$ cat config.mk
export PLATFORM = sky130hd
export DESIGN_NAME = arcs_top
export DESIGN_NICKNAME = d
export VERILOG_FILES = /design/src/arcs_direction.v /design/src/arcs_top.v
export VERILOG_INCLUDE_DIRS = /design/src
export SDC_FILE = /design/constraint.sdc
export NUM_CORES = 1
export LEC_CHECK = 0
export ABC_CLOCK_PERIOD_IN_PS = 2500
export BUFFER_PORTS_ARGS = -buffer_cell sky130_fd_sc_hd__buf_4
export CAP_MARGIN = 5
export CORE_AREA = 2 2 54 56
export CTS_CLUSTER_DIAMETER = 150
export DETAILED_ROUTE_END_ITERATION = 7
export DIE_AREA = 0 0 56 58
export HOLD_SLACK_MARGIN = 0.02
export PLACE_DENSITY_LB_ADDON = 0.25
export SLEW_MARGIN = 10
export SYNTH_ARGS = -nofsm -noshare
export SYNTH_HDL_FRONTEND = slang
export SYNTH_HIERARCHICAL = 1
export SYNTH_SLANG_ARGS = --single-unit
export TNS_END_PERCENT = 20
$ cat constraint.sdc
create_clock -name clk_i -period 2.5 [get_ports clk_i]
set_input_delay 0.125 -clock clk_i [delete_from_list [all_inputs] [get_ports clk_i]]
set_output_delay 0.125 -clock clk_i [all_outputs]
set_load 0.01 [all_outputs]
$ cat src/arcs_consts.vh
// constants for the acquisition run control and status byte
// assumes the host port strobes and the mode/clear inputs share clk_i
// Behaviour
// [RQ1] byte sits in low eight data bits
// [RQ2] active 0/1, sync 4/5, done/stop 6/7
// [RQ3] active reads 1 while acquisition runs
// [RQ4] writing 0 to active changes nothing
// [RQ5] writing 1 starts only when idle
// [RQ6] start only in continuous or single-pass mode
// [RQ7] single-pass ends on chosen buffer flag
// [RQ8] stop bit aborts, clears active/done/pacer fault; code accepts it only in continuous and single-pass modes
// [RQ9] writing 0 to stop bit changes nothing
// [RQ10] buffer clear writes abort and clear bits
// [RQ11] configuration mode aborts and clears bits
// [RQ12] bits 6/7 stop on write, done on read
// [RQ13] done reads 1 only after normal end
// [RQ14] sync seen forced 0 while inactive
// [RQ15] sync seen sets once event detected
// [RQ16] reset clears active, sync and done bits
// [RQ17] mode codes: config, reserved, continuous, single-pass
// [RQ18] continuous mode keeps running on buffer errors
// [RQ19] stop flag choice picks full or almost flag
`ifndef ARCS_CONSTS_VH
`define ARCS_CONSTS_VH
`define ARCS_BIT_ADC_ACTIVE 0
`define ARCS_BIT_DAC_ACTIVE 1
`define ARCS_BIT_ADC_SYNC 4
`define ARCS_BIT_DAC_SYNC 5
`define ARCS_BIT_ADC_DONE 6
`define ARCS_BIT_DAC_DONE 7
`define ARCS_MODE_CONFIG 2'h0
`define ARCS_MODE_RESERVED 2'h1
`define ARCS_MODE_CONTINUOUS 2'h2
`define ARCS_MODE_SINGLE 2'h3
`define ARCS_RST_STATUS 8'h00
`endif

$ cat src/arcs_direction.v
// one direction's acquisition run controller
// assumes all inputs are on clk_i and strobes are one-cycle pulses
`include "arcs_consts.vh"
`default_nettype none
module arcs_direction (
    input wire clk_i,           // clock
    input wire sys_rst_i,       // async reset, high
    input wire [1:0] mode_i,    // mode field
    input wire start_i,         // host wrote 1 to active
    input wire stop_i,          // host wrote 1 to stop
    input wire clear_i,         // buffer clear write
    input wire term_flag_i,     // selected termination flag
    input wire sync_i,          // sync event
    output reg active_o,        // acquisition running
    output reg done_o,          // normal end seen
    output reg sync_seen_o,     // sync seen in this run
    output reg fault_clr_o      // pacer fault clear pulse
);
    // ------------------------------------------------------------
    // run state
    // ------------------------------------------------------------
    // [RQ17] mode code decode
    wire acq_mode = (mode_i == `ARCS_MODE_CONTINUOUS) || (mode_i == `ARCS_MODE_SINGLE);
    // [RQ8] stop in acquisition modes
    wire stop_ok = stop_i && acq_mode;
    // [RQ11] configuration mode abort
    wire cfg_abort = (mode_i == `ARCS_MODE_CONFIG);
    // [RQ7] single-pass normal end
    wire normal_end = active_o && (mode_i == `ARCS_MODE_SINGLE) && term_flag_i;
    wire kill = stop_ok || clear_i || cfg_abort;
    // state update; aborts win over start and end
    always @(posedge clk_i or posedge sys_rst_i) begin
        if (sys_rst_i) begin
            // [RQ16] reset clears status
            active_o <= 1'b0;
            done_o <= 1'b0;
            sync_seen_o <= 1'b0;
            fault_clr_o <= 1'b0;
        end else begin
            fault_clr_o <= stop_ok;
            if (kill) begin
                // [RQ10] clear and abort
                active_o <= 1'b0;
                done_o <= 1'b0;
            end else if (normal_end) begin
                // [RQ13] done only after normal end
                active_o <= 1'b0;
                done_o <= 1'b1;
            end else if (start_i && !active_o && acq_mode) begin
                // [RQ5] [RQ6] start when idle in acquisition mode
                active_o <= 1'b1;
                done_o <= 1'b0;
            end
            // [RQ14] [RQ15] sync seen only during a run
            if (kill || normal_end || !active_o)
                sync_seen_o <= 1'b0;
            else if (sync_i)
                sync_seen_o <= 1'b1;
        end
    end
endmodule
`default_nettype wire

$ cat src/arcs_top.v
// acquisition run control and status byte on the host expansion port
// assumes write/read strobes are one-cycle pulses on clk_i; pins synced here
`include "arcs_consts.vh"
`default_nettype none
module arcs_top (
    input wire clk_i,                  // 10 MHz clock
    input wire sys_rst_i,              // async reset, high
    input wire wr_stb_i,               // register write strobe
    input wire rd_stb_i,               // register read strobe
    input wire [15:0] wr_data_i,       // host write data
    input wire [1:0] adc_mode_i,       // adc mode field
    input wire [1:0] dac_mode_i,       // dac mode field
    input wire adc_stop_flag_choice_i, // 0 full, 1 almost full
    input wire dac_stop_flag_choice_i, // 0 empty, 1 almost empty
    input wire adc_clear_i,            // adc buffer clear write
    input wire dac_clear_i,            // dac buffer clear write
    input wire all_clear_i,            // common buffer clear write
    input wire adc_full_flag_i,        // adc buffer full pin
    input wire adc_almost_full_flag_i, // adc buffer almost full pin
    input wire dac_empty_flag_i,       // dac buffer empty pin
    input wire dac_almost_empty_flag_i,// dac buffer almost empty pin
    input wire adc_sync_i,             // adc sync event pin
    input wire dac_sync_i,             // dac sync event pin
    output reg [15:0] rd_data_o,       // host read data
    output reg adc_acq_active_o,       // adc running
    output reg dac_acq_active_o,       // dac running
    output reg adc_pacer_fault_clr_o,  // adc pacer fault clear
    output reg dac_pacer_fault_clr_o   // dac pacer fault clear
);
    // ------------------------------------------------------------
    // pin synchronisers
    // ------------------------------------------------------------
    reg [5:0] pin_s1_reg;
    reg [5:0] pin_s2_reg;
    // two flops per pin flag and sync input
    always @(posedge clk_i or posedge sys_rst_i) begin
        if (sys_rst_i) begin
            pin_s1_reg <= 6'h00;
            pin_s2_reg <= 6'h00;
        end else begin
            pin_s1_reg <= {dac_sync_i, adc_sync_i, dac_almost_empty_flag_i,
                           dac_empty_flag_i, adc_almost_full_flag_i, adc_full_flag_i};
            pin_s2_reg <= pin_s1_reg;
        end
    end
    // ------------------------------------------------------------
    // write decode
    // ------------------------------------------------------------
    // [RQ4] [RQ9] zero bits cause nothing
    wire adc_start = wr_stb_i && wr_data_i[`ARCS_BIT_ADC_ACTIVE];
    wire dac_start = wr_stb_i && wr_data_i[`ARCS_BIT_DAC_ACTIVE];
    // [RQ12] bits 6/7 act as stop on write
    wire adc_stop = wr_stb_i && wr_data_i[`ARCS_BIT_ADC_DONE];
    wire dac_stop = wr_stb_i && wr_data_i[`ARCS_BIT_DAC_DONE];
    // [RQ19] termination flag choice
    wire adc_term = adc_stop_flag_choice_i ? pin_s2_reg[1] : pin_s2_reg[0];
    wire dac_term = dac_stop_flag_choice_i ? pin_s2_reg[3] : pin_s2_reg[2];
    wire adc_act;
    wire dac_act;
    wire adc_done;
    wire dac_done;
    wire adc_sync;
    wire dac_sync;
    wire adc_fclr;
    wire dac_fclr;
    // [RQ18] errors never reach the run control
    arcs_direction u_adc (
        .clk_i(clk_i),
        .sys_rst_i(sys_rst_i),
        .mode_i(adc_mode_i),
        .start_i(adc_start),
        .stop_i(adc_stop),
        .clear_i(adc_clear_i | all_clear_i),
        .term_flag_i(adc_term),
        .sync_i(pin_s2_reg[4]),
        .active_o(adc_act),
        .done_o(adc_done),
        .sync_seen_o(adc_sync),
        .fault_clr_o(adc_fclr)
    );
    arcs_direction u_dac (
        .clk_i(clk_i),
        .sys_rst_i(sys_rst_i),
        .mode_i(dac_mode_i),
        .start_i(dac_start),
        .stop_i(dac_stop),
        .clear_i(dac_clear_i | all_clear_i),
        .term_flag_i(dac_term),
        .sync_i(pin_s2_reg[5]),
        .active_o(dac_act),
        .done_o(dac_done),
        .sync_seen_o(dac_sync),
        .fault_clr_o(dac_fclr)
    );
    // ------------------------------------------------------------
    // read back and outputs
    // ------------------------------------------------------------
    // [RQ1] [RQ2] [RQ3] status byte in low bits
    wire [7:0] status = {dac_done, adc_done, dac_sync, adc_sync, 2'h0, dac_act, adc_act};
    // registered outputs
    always @(posedge clk_i or posedge sys_rst_i) begin
        if (sys_rst_i) begin
            rd_data_o <= 16'h0000;
            adc_acq_active_o <= 1'b0;
            dac_acq_active_o <= 1'b0;
            adc_pacer_fault_clr_o <= 1'b0;
            dac_pacer_fault_clr_o <= 1'b0;
        end else begin
            if (rd_stb_i)
                rd_data_o <= {8'h00, status};
            adc_acq_active_o <= adc_act;
            dac_acq_active_o <= dac_act;
            adc_pacer_fault_clr_o <= adc_fclr;
            dac_pacer_fault_clr_o <= dac_fclr;
        end
    end
endmodule
`default_nettype wire

**Word-level counts from Yosys, hierarchy flattened**

Cells that the tools add are included.

- Equal/unequal tests: 4
- Muxes and demuxes: 18
- Bitwise logic cells: 2
- Reductions and logical operators: 32

Operators with widths:

| kind | count |
|---|---|
| two-way mux 1 bit | 18 |
| logical AND 1 bit | 14 |
| logical OR 1 bit | 10 |
| == test 2 bit, second input constant | 4 |
| nonzero test 3 bit | 2 |
| logical NOT 2 bit | 2 |
| nonzero test 2 bit | 2 |
| logical NOT 1 bit | 2 |
| OR 1 bit | 2 |

- Bits in registers: 30
- Bits of input ports: 35
- Output and inout bits: 20
- Word-level logic and storage cells: 71

**Depth between registers and ports, before layout**

Gate-level depths: netlist (run 1).

- Depth in word-level cells: 8
- Depth in mapped cells: 4
- Depth with buffers taken out: 4

**Cells and area by module**

The synthesis (run 1) kept the hierarchy.

By module, submodules not included:

| module | instances | cells an instance | area each (um^2) | sequential area each (um^2) |
|---|---|---|---|---|
| arcs_top | 1 | 49 | 794.5 | 550.5 |
| arcs_direction | 2 | 17 | 182.7 | 100.1 |

**Least setup slack after synthesis (run 1)**

OpenSTA, ideal clock, no wires.

- Kind: reg-to-reg
- From: register pin_s2_reg[1]
- To: register u_adc.active_o
- Library setup time: 72 ps
- Arrival: 1117 ps
- Data required time: 2428 ps
- Setup slack: 1312 ps
- Stages on the path, launching flop included: 5
- Path buffers: 0
- Clock period less this slack: 1188 ps
- Cells stage by stage: dfrtp_1 mux2_2 and3_2 mux2_2 nor2_1

- Word-level cells in the longest chain between the ends: 4
- Elaborated cells on any way between the ends: 5
- Classes of those cells: 3 x mux; 2 x reduce/logical

Ends and longest elaborated chain:

| what | line | source |
|---|---|---|
| start, declared | arcs_top.v:34 | `reg [5:0] pin_s2_reg;` |
| start signal, assigned | arcs_top.v:43 | `pin_s2_reg <= pin_s1_reg;` |
| two-way mux 1 bit (*) | arcs_top.v:56 | `wire adc_term = adc_stop_flag_choice_i ? pin_s2_reg[1] : pin_s2_reg[0];` |
| net adc_term | arcs_top.v:56 |  |
| logical AND 1 bit (*) | arcs_direction.v:29 | `` wire normal_end = active_o && (mode_i == `ARCS_MODE_SINGLE) && term_flag_i; `` |
| two-way mux 1 bit | arcs_direction.v:45 | `end else if (normal_end) begin` |
| two-way mux 1 bit | arcs_direction.v:41 | `if (kill) begin` |
| end signal, assigned | arcs_direction.v:35 | `active_o <= 1'b0;` |
| end signal, assigned | arcs_direction.v:43 | `active_o <= 1'b0;` |
| end signal, assigned | arcs_direction.v:47 | `active_o <= 1'b0;` |
| end, declared | arcs_direction.v:14 | `output reg active_o,` |

Mark *: on every way through the listed nets, which the timed path passes. The rest lies on a longest branch.
A chain may end at the register's enable or synchronous reset.

**Final worst setup path (run 1)**

- From: register pin_s2_reg[0]
- To: register u_adc.active_o

The elaborated chain is that of the path after synthesis.

==> impl_metrics.ini, run 1 <==
[floorplan]
die_w_um = 56
ios = 55
die_h_um = 58
dieArea_mm2 = 0.00325
coreArea_mm2 = 0.00266
rows = 19
initial_utilization_pct = 43.6

[global_routing]
grt_pass1_vias = 707
grt-ovfl-total = 0
antenna_found_initial = 0
grt_use_total_pct = 13.2
grt_pass1_wl_um = 3040
grt_max_degree = 23

[run]
maxCapViolCount = 0

[drt]
viasPerCell = 4.37
wl_per_cell_um = 11.2
vias = 695
drt_iter0_markers = 3
drc = 0
drt-total-wl_um = 1780
detail-route-antenna-nets = 0
dr.pass1.iters = 4

[worst_hold_path]
hold_depth = 2
hold_end = u_dac/fault_clr_o$_DFF_PP0_
hold_class = in2reg
min_from = dac_mode_i[1]

[cts]
clockRootBuffer = clkbuf_4
cts_resized = 0
insertion_delay_ps = 320
clk_pin_slew_ps = 90
cts_buffer_depth = 2
cts_buffers = 5
cts.sinks = 30
cts_max_level = 2
cts_tree = yes

[yosys]
synth_seq_cells = 30
synth_area_mm2 = 0.00116
yosys_warnings = 6
synth.avg_cell_area_um2 = 14.0
syn_inst = 83
synth.distinct_cells = 17
yosysSeqAreaShare_pct = 64.7

[place]
post-dp-hpwl_um = 1340
dp.cells = 144
gp_congestion = 0.679
io_buffers = 32

[sta]
min_period_ps = 1260
finalCritPeriodShare_pct = 50.5
fin_skew_ps = 6.48
grt_setup_unrepaired = no
setup_violations = 0
maxSlewViolCount = 0
slew-limit-headroom_pct = 46.6
tightest_slew_ps = 800
clock.fmax_mhz = 792
final-hold-violation-count = 0
tns_ps = 0

[worst_setup_path]
r2r_end = u_adc/active_o$_DFFE_PP0P_
criticalPathCategory = reg2reg
arrival_ps = 1520
cp-start-kind = register
critPathMaxStageDelay_ps = 370
path_cells = mux2_2 -> and3_2 -> mux2_2 -> nor2_1
path_common_cell = mux2_2
crit_required_ps = 2760
timing.critical_path.buf_inv = 0
endpoint_kind = register
critical-path-top-delay-family = multiplexers
r2r-start = pin_s2_reg[0]$_DFF_PP0_
reg2reg_slack_ps = 1240
crit_path_top_delay_cell = dfrtp_1
reg2regPathDepth = 4
path_max_fanout = 3

[final_layout]
final_cells = 159
multiInputGateArea_um2 = 345
drive_gt1_share_pct = 46.1
area_growth_pct = 30.7
utilization_pct = 57.0
n_fill_cell = 238
final-seq-area_um2 = 751
finalNetCount = 162
antenna_cells = 0

[outcome]
status = finished clean

[power]
p_leak_nw = 0.775
irDropWorstVdd_mv = 0.438
power_density_mw_per_mm2 = 579
-- final cells by class --
type                            instances  area share (%)
Clock buffer                            7            3.63
Inverter                                3           0.743
Timing Repair Buffer                   39            20.5
Clock inverter                          1           0.330
Sequential cell                        30            49.5
Tap cell                               31            2.56
Multi-Input combinational cell         48            22.8
-- worst max-delay path by stage --
| stage | startpoint | end | slack, ps | depth (start not counted) |
|---|---|---|---|---|
| finish | pin_s2_reg[0]$_DFF_PP0_ | u_adc/active_o$_DFFE_PP0P_ | 1240 | 4 |
| floorplan | pin_s2_reg[1]$_DFF_PP0_ | u_adc/active_o$_DFFE_PP0P_ | 1310 | 4 |
| global placement | pin_s2_reg[1]$_DFF_PP0_ | u_adc/active_o$_DFFE_PP0P_ | 1280 | 4 |
| detailed placement | pin_s2_reg[0]$_DFF_PP0_ | u_adc/active_o$_DFFE_PP0P_ | 1250 | 4 |
| global route | pin_s2_reg[2]$_DFF_PP0_ | u_dac/active_o$_DFFE_PP0P_ | 1190 | 4 |
| CTS | pin_s2_reg[0]$_DFF_PP0_ | u_adc/active_o$_DFFE_PP0P_ | 1230 | 4 |
-- layout by cell type (no fill, tap or decap), drive strengths merged, types with 3 or more instances in the layout --
master       netlist  routed
buf               11      32
dfrtp             30      30
conb               1      10
mux2              10      10
dlygate4sd3        0       7
clkbuf             0       7
and2               6       6
nor2               4       4
nand2              4       4
o21ai              4       4
inv                3       3
-- Yosys cell counts, drive strengths merged --
| master | instances | share of area, % |
|---|---|---|
| inv | 3 | 0.97 |
| nor3 | 2 | 1.7 |
| dfrtp | 30 | 65 |
| and3 | 2 | 1.3 |
| nand2 | 4 | 1.3 |
| conb | 1 | 0.32 |
| o21ai | 4 | 1.7 |
| or3 | 2 | 1.9 |
| or2 | 2 | 1.1 |
| a21oi | 2 | 0.86 |
| and2 | 6 | 3.7 |
| mux2 | 10 | 12 |
| nor2 | 4 | 1.3 |
| buf | 11 | 7.4 |
-- through the flow --
step                      power, mW  cell area [um2]  setup WS, ps  hold WS [ps]
after floorplan               0.562             1190          1310          -109
after CTS                     0.894             1520          1230          45.7
after global placement        0.586             1390          1280          32.9
after global routing          0.923             1520          1190          55.4
after detailed placement      0.588             1390          1250          35.0
final                         0.878             1520          1240          61.1
-- layer usage --
layer	vias up	global-route usage [%]	part of all wire, %
li1	338	-	-
met1	313	15.6	41
met2	36	18.8	45
met3	8	5.80	10
met4	0	10.2	3.5
met5	-	0	0
-- power breakdown --
part	internal (mW)	switching [mW]
combinational	0.0467	0.0354
sequential	0.499	0.00423
clock	0.136	0.157
-- repair_timing --
item / CTS / global route
setup buffers: 0 / 0
hold endpoints to repair: 36 / 0
hold buffers: 7 / 0
-- cells by family (layout without fill, tap and decap cells) --
logic type             count (synthesis)  count (layout)  synth area share, %
DFF                                   30              30                 64.7
and+or+nand+nor                       22              22                 12.3
buffers and inverters                 14              50                 8.41
muxes                                 10              10                 11.7
AOI/OAI and AO/OA                      6               6                 2.59
other                                  1              10                0.323
Note: power is estimated with default switching activity, not from simulation.
==> run 2, diff against run 1 <==
- ABC_CLOCK_PERIOD_IN_PS: 2500 -> 1200
- clock period: 2.5 -> 1.2 ns (I/O delays scaled with it)
==> impl_metrics.ini, run 2 (synthesized netlist as in run 1, its figures left out) <==
[worst_setup_path]
crit_path_top_delay_cell = dlygate4sd3_1
cp-start-kind = input port
critPathMaxStageDelay_ps = 540
endpoint_kind = register
crit_required_ps = 1460
arrival_ps = 1430
criticalPathCategory = in2reg
reg2reg_slack_ps = 30
path_cells = dlygate4sd3_1 -> buf_4 -> and2_4 -> or3_4 -> nor3_2
path_max_fanout = 4

[sta]
grt_setup_unrepaired = yes
hold_ws_ps = 75.7
maxSlewViolCount = 0
final-hold-violation-count = 0
min_period_ps = 1180
setup_violations = 0
clock.fmax_mhz = 851
fin_skew_ps = 6.33
finalCritPeriodShare_pct = 98.0

[power]
p_leak_nw = 0.807
irDropWorstVdd_mv = 0.968
power_density_mw_per_mm2 = 1170

[place]
io_buffers = 32
gp_congestion = 0.713
place_area_mm2 = 0.00141

[run]
maxCapViolCount = 0

[cts]
clk_pin_slew_ps = 90
insertion_delay_ps = 330
cts.sinks = 30
cts_buffer_depth = 2
cts_max_level = 2
cts_buffers = 5
cts_tree = yes
clockRootBuffer = clkbuf_4
cts_setup_buffers = 0

[final_layout]
antenna_cells = 0
design_area_mm2 = 0.00158
layout_common_cells = buf_4 (35), dfrtp_1 (30), conb_1 (10)
layout_commonest_cell = buf_4
area_growth_pct = 36.1
multiInputGateArea_um2 = 365
n_fill_cell = 226
final-seq-area_um2 = 751
drive_gt1_share_pct = 48.1
finalNetCount = 167
utilization_pct = 59.3

[drt]
drt_iter0_markers = 10
viasPerCell = 4.29
drc = 0
dr.pass1.iters = 4
drt-total-wl_um = 1920
vias = 704
wl_per_cell_um = 11.7
detail-route-antenna-nets = 0

[floorplan]
dieArea_mm2 = 0.00325
rows = 19
coreArea_mm2 = 0.00266
initial_utilization_pct = 43.6
die_h_um = 58
ios = 55
die_w_um = 56

[global_routing]
grt_pass1_vias = 691
grt_max_degree = 12
grt_use_total_pct = 13.7
grt_pass1_wl_um = 3110
grt-ovfl-total = 0
antenna_found_initial = 0

[worst_hold_path]
hold_class = in2reg

[outcome]
status = finished clean
==> run 2: cell count changes in the layout (fill, tap and decap cells not counted) <==
cell           change
mux2_2             -2
and3_4             +2
mux2_4             +2
o21ai_1            +1
nor2_2             +2
nor2_1             -2
dlygate4sd3_1      +2
and3_2             -2
buf_4              +3
o21ai_0            -1
==> run 2: path summary, 6_finish.rpt <==
| kind | from | to | cells past startpoint |
|---|---|---|---|
| worst max register to register | pin_s2_reg[1]$_DFF_PP0_ | u_adc/active_o$_DFFE_PP0P_ | 4 |
| max in group asynchronous | sys_rst_i | pin_s2_reg[1]$_DFF_PP0_ | 4 |
| worst max-delay path | dac_mode_i[1] | u_dac/sync_seen_o$_DFFE_PP0P_ | 5 |
| worst min-delay path | rd_stb_i | rd_data_o[6]$_DFFE_PP0P_ | 2 |
| min in group asynchronous | sys_rst_i | u_adc/fault_clr_o$_DFF_PP0_ | 3 |
| worst min register to register | u_dac/fault_clr_o$_DFF_PP0_ | dac_pacer_fault_clr_o$_DFF_PP0_ | 0 |
==> run 2: area by class of cell <==
| cell class | instances | share of cell area, % |
|---|---|---|
| Timing Repair Buffer | 44 | 22.3 |
| Multi-Input combinational cell | 48 | 23.1 |
| Clock inverter | 1 | 0.317 |
| Inverter | 3 | 0.713 |
| Clock buffer | 7 | 3.49 |
| Tap cell | 31 | 2.46 |
| Sequential cell | 30 | 47.5 |
==> run 2: where the power goes <==
part / total (mW) / internal, mW / switching [mW]
clock network: 0.610 / 0.283 / 0.327
registers: 1.05 / 1.04 / 0.00847
logic: 0.193 / 0.112 / 0.0808
==> run 2: what timing repair did <==
item / in CTS / in global routing
resized for setup: 2 / 5
pin swaps: 2 / 3
hold endpoints to repair: 38 / 0
hold buffers: 9 / 0
setup endpoints to repair: 2 / 5
==> run 2: stage by stage <==
stage / worst slack [ps] / TNS, ps / total power [mW] / cells
final: 24.4 / 0 / 1.85 / 164
after global routing: -12.8 / -37.6 / 1.96 / 164
after CTS: -0.506 / -0.506 / 1.88 / 164
after detailed placement: -35.0 / -65.7 / 1.23 / 147
after global placement: -15.2 / -28.3 / 1.23 / 147
after floorplan: 11.9 / 0 / 1.17 / 92
==> run 2: worst max-delay path, delay by kind of cell <==
family / cells / cell delay (ps)
buffers and inverters: 2 / 690
and+or+nand+nor: 3 / 680
==> run 2: per-layer routing <==
metal	track usage (%)	part of all wire, %	vias up	wire length, um
li1	-	-	347	-
met1	16.5	40	319	774
met2	19.8	49	32	939
met3	4.69	8.4	6	161
met4	11.2	2.4	0	47
met5	0	0	-	0
==> run 3, diff against run 2 <==
- CORE_AREA: 2 2 54 56 -> 2 2 52 59
- DIE_AREA: 0 0 56 58 -> 0 0 54 61
- RECOVER_POWER: not set -> 25
==> impl_metrics.ini, run 3 (synthesized netlist as in run 1, its figures left out) <==
[outcome]
status = finished clean

[cts]
clockRootBuffer = clkbuf_4
cts_buffer_depth = 2
cts_tree = yes
insertion_delay_ps = 330
clk_pin_slew_ps = 100
cts_max_level = 2
cts.sinks = 30
cts_buffers = 5

[sta]
finalCritPeriodShare_pct = 98.5
timing.final.ws_setup_ps = 18.0
tns_ps = 0
tightest_slew_ps = 615
setup_violations = 0
slew-limit-headroom_pct = 59.0
maxSlewViolCount = 0
fin_skew_ps = 4.57
grt_setup_unrepaired = yes
final-hold-violation-count = 0
min_period_ps = 1180
clock.fmax_mhz = 846

[global_routing]
grt_use_total_pct = 13.7
grt_max_degree = 12
grt-ovfl-total = 0
grt_pass1_wl_um = 2980
antenna_found_initial = 0
grt_pass1_vias = 720

[place]
gp_congestion = 0.732
dp_slack_ps = -42.5
io_buffers = 32
post-dp-hpwl_um = 1440
dp.cells = 149

[worst_setup_path]
path_max_fanout = 3
endpoint_kind = register
criticalPathCategory = reg2reg
cp-start-kind = register
crit_required_ps = 1470
arrival_ps = 1450

[power]
irDropWorstVdd_mv = 0.708
p_leak_nw = 0.810
power_density_mw_per_mm2 = 1270

[floorplan]
coreArea_mm2 = 0.00270
rows = 20
die_h_um = 61
initial_utilization_pct = 42.9
die_w_um = 54
dieArea_mm2 = 0.00329
ios = 55

[final_layout]
drive_gt1_share_pct = 45.9
finalNetCount = 167
antenna_cells = 0
layout_common_cells = buf_4 (32), dfrtp_1 (30), conb_1 (10)
area_growth_pct = 37.0
final_cells = 166
n_fill_cell = 242
layout_commonest_cell = buf_4

[worst_hold_path]
hold_class = in2reg

[drt]
vias = 720
wl_per_cell_um = 11.6
dr.pass1.iters = 2
drt_iter0_markers = 3
drc = 0
detail-route-antenna-nets = 0
viasPerCell = 4.34
drt-total-wl_um = 1920

[run]
maxCapViolCount = 0
## run 3: final timing paths
path                                             start  depth (start not counted)  slack, ps                               to
min in group asynchronous                    sys_rst_i                          3        170       u_dac/active_o$_DFFE_PP0P_
hold / removal                                rd_stb_i                          2         60         rd_data_o[1]$_DFFE_PP0P_
hold reg to reg            u_adc/fault_clr_o$_DFF_PP0_                          0        350  adc_pacer_fault_clr_o$_DFF_PP0_
setup / recovery               pin_s2_reg[2]$_DFF_PP0_                          4         20       u_dac/active_o$_DFFE_PP0P_
setup reg to reg               pin_s2_reg[2]$_DFF_PP0_                          4         20       u_dac/active_o$_DFFE_PP0P_
max in group asynchronous                    sys_rst_i                          4        350          pin_s2_reg[0]$_DFF_PP0_
## run 3: power by group
group          switching [mW]  internal [mW]
logic                  0.0800          0.109
clock network           0.349          0.431
registers             0.00875           1.04
total                   0.438           1.58
## run 3: per-stage QoR
| stage | hold WS (ps) | power (mW) | area (um2) | util [%] |
|---|---|---|---|---|
| after detailed placement | -19.8 | 1.23 | 1410 | 52.2 |
| after CTS | 38.4 | 2.05 | 1590 | 58.7 |
| after global routing | 47.3 | 2.12 | 1590 | 58.8 |
| after global placement | -30.9 | 1.23 | 1410 | 52.2 |
| after floorplan | -174 | 1.17 | 1190 | - |
| final | 64.4 | 2.02 | 1590 | 58.8 |
## run 3: layout make-up
cell class              count  area, um2  share of cell area, %
inverters                   3       11.3                  0.709
repair buffers             44        342                   21.5
multi-input cells          48        367                   23.1
well taps                  33       41.3                   2.60
clock buffers               5       37.5                   2.36
clock inverters             3       40.0                   2.52
flip-flops and latches     30        751                   47.2
## run 3: timing repair
action	CTS	global route
hold buffers	9	0
gates resized for setup	2	4
endpoints found under the setup margin	4	4
pin swaps	2	4
hold endpoints to repair	38	0
setup buffers	0	0
## run 3: metal layers
| metal | routed length [um] | GRT usage [%] | vias to the layer above |
|---|---|---|---|
| li1 | - | - | 348 |
| met1 | 771 | 14.9 | 333 |
| met2 | 957 | 22.5 | 33 |
| met3 | 156 | 6.65 | 6 |
| met4 | 33 | 6.43 | 0 |
| met5 | 0 | 0 | - |
## run 3: worst max-delay path: stages (launching register included)
cell and delay (ps):
dfrtp_1 370, mux2_4 260, and3_4 160, mux2_4 250
nor2_1 90
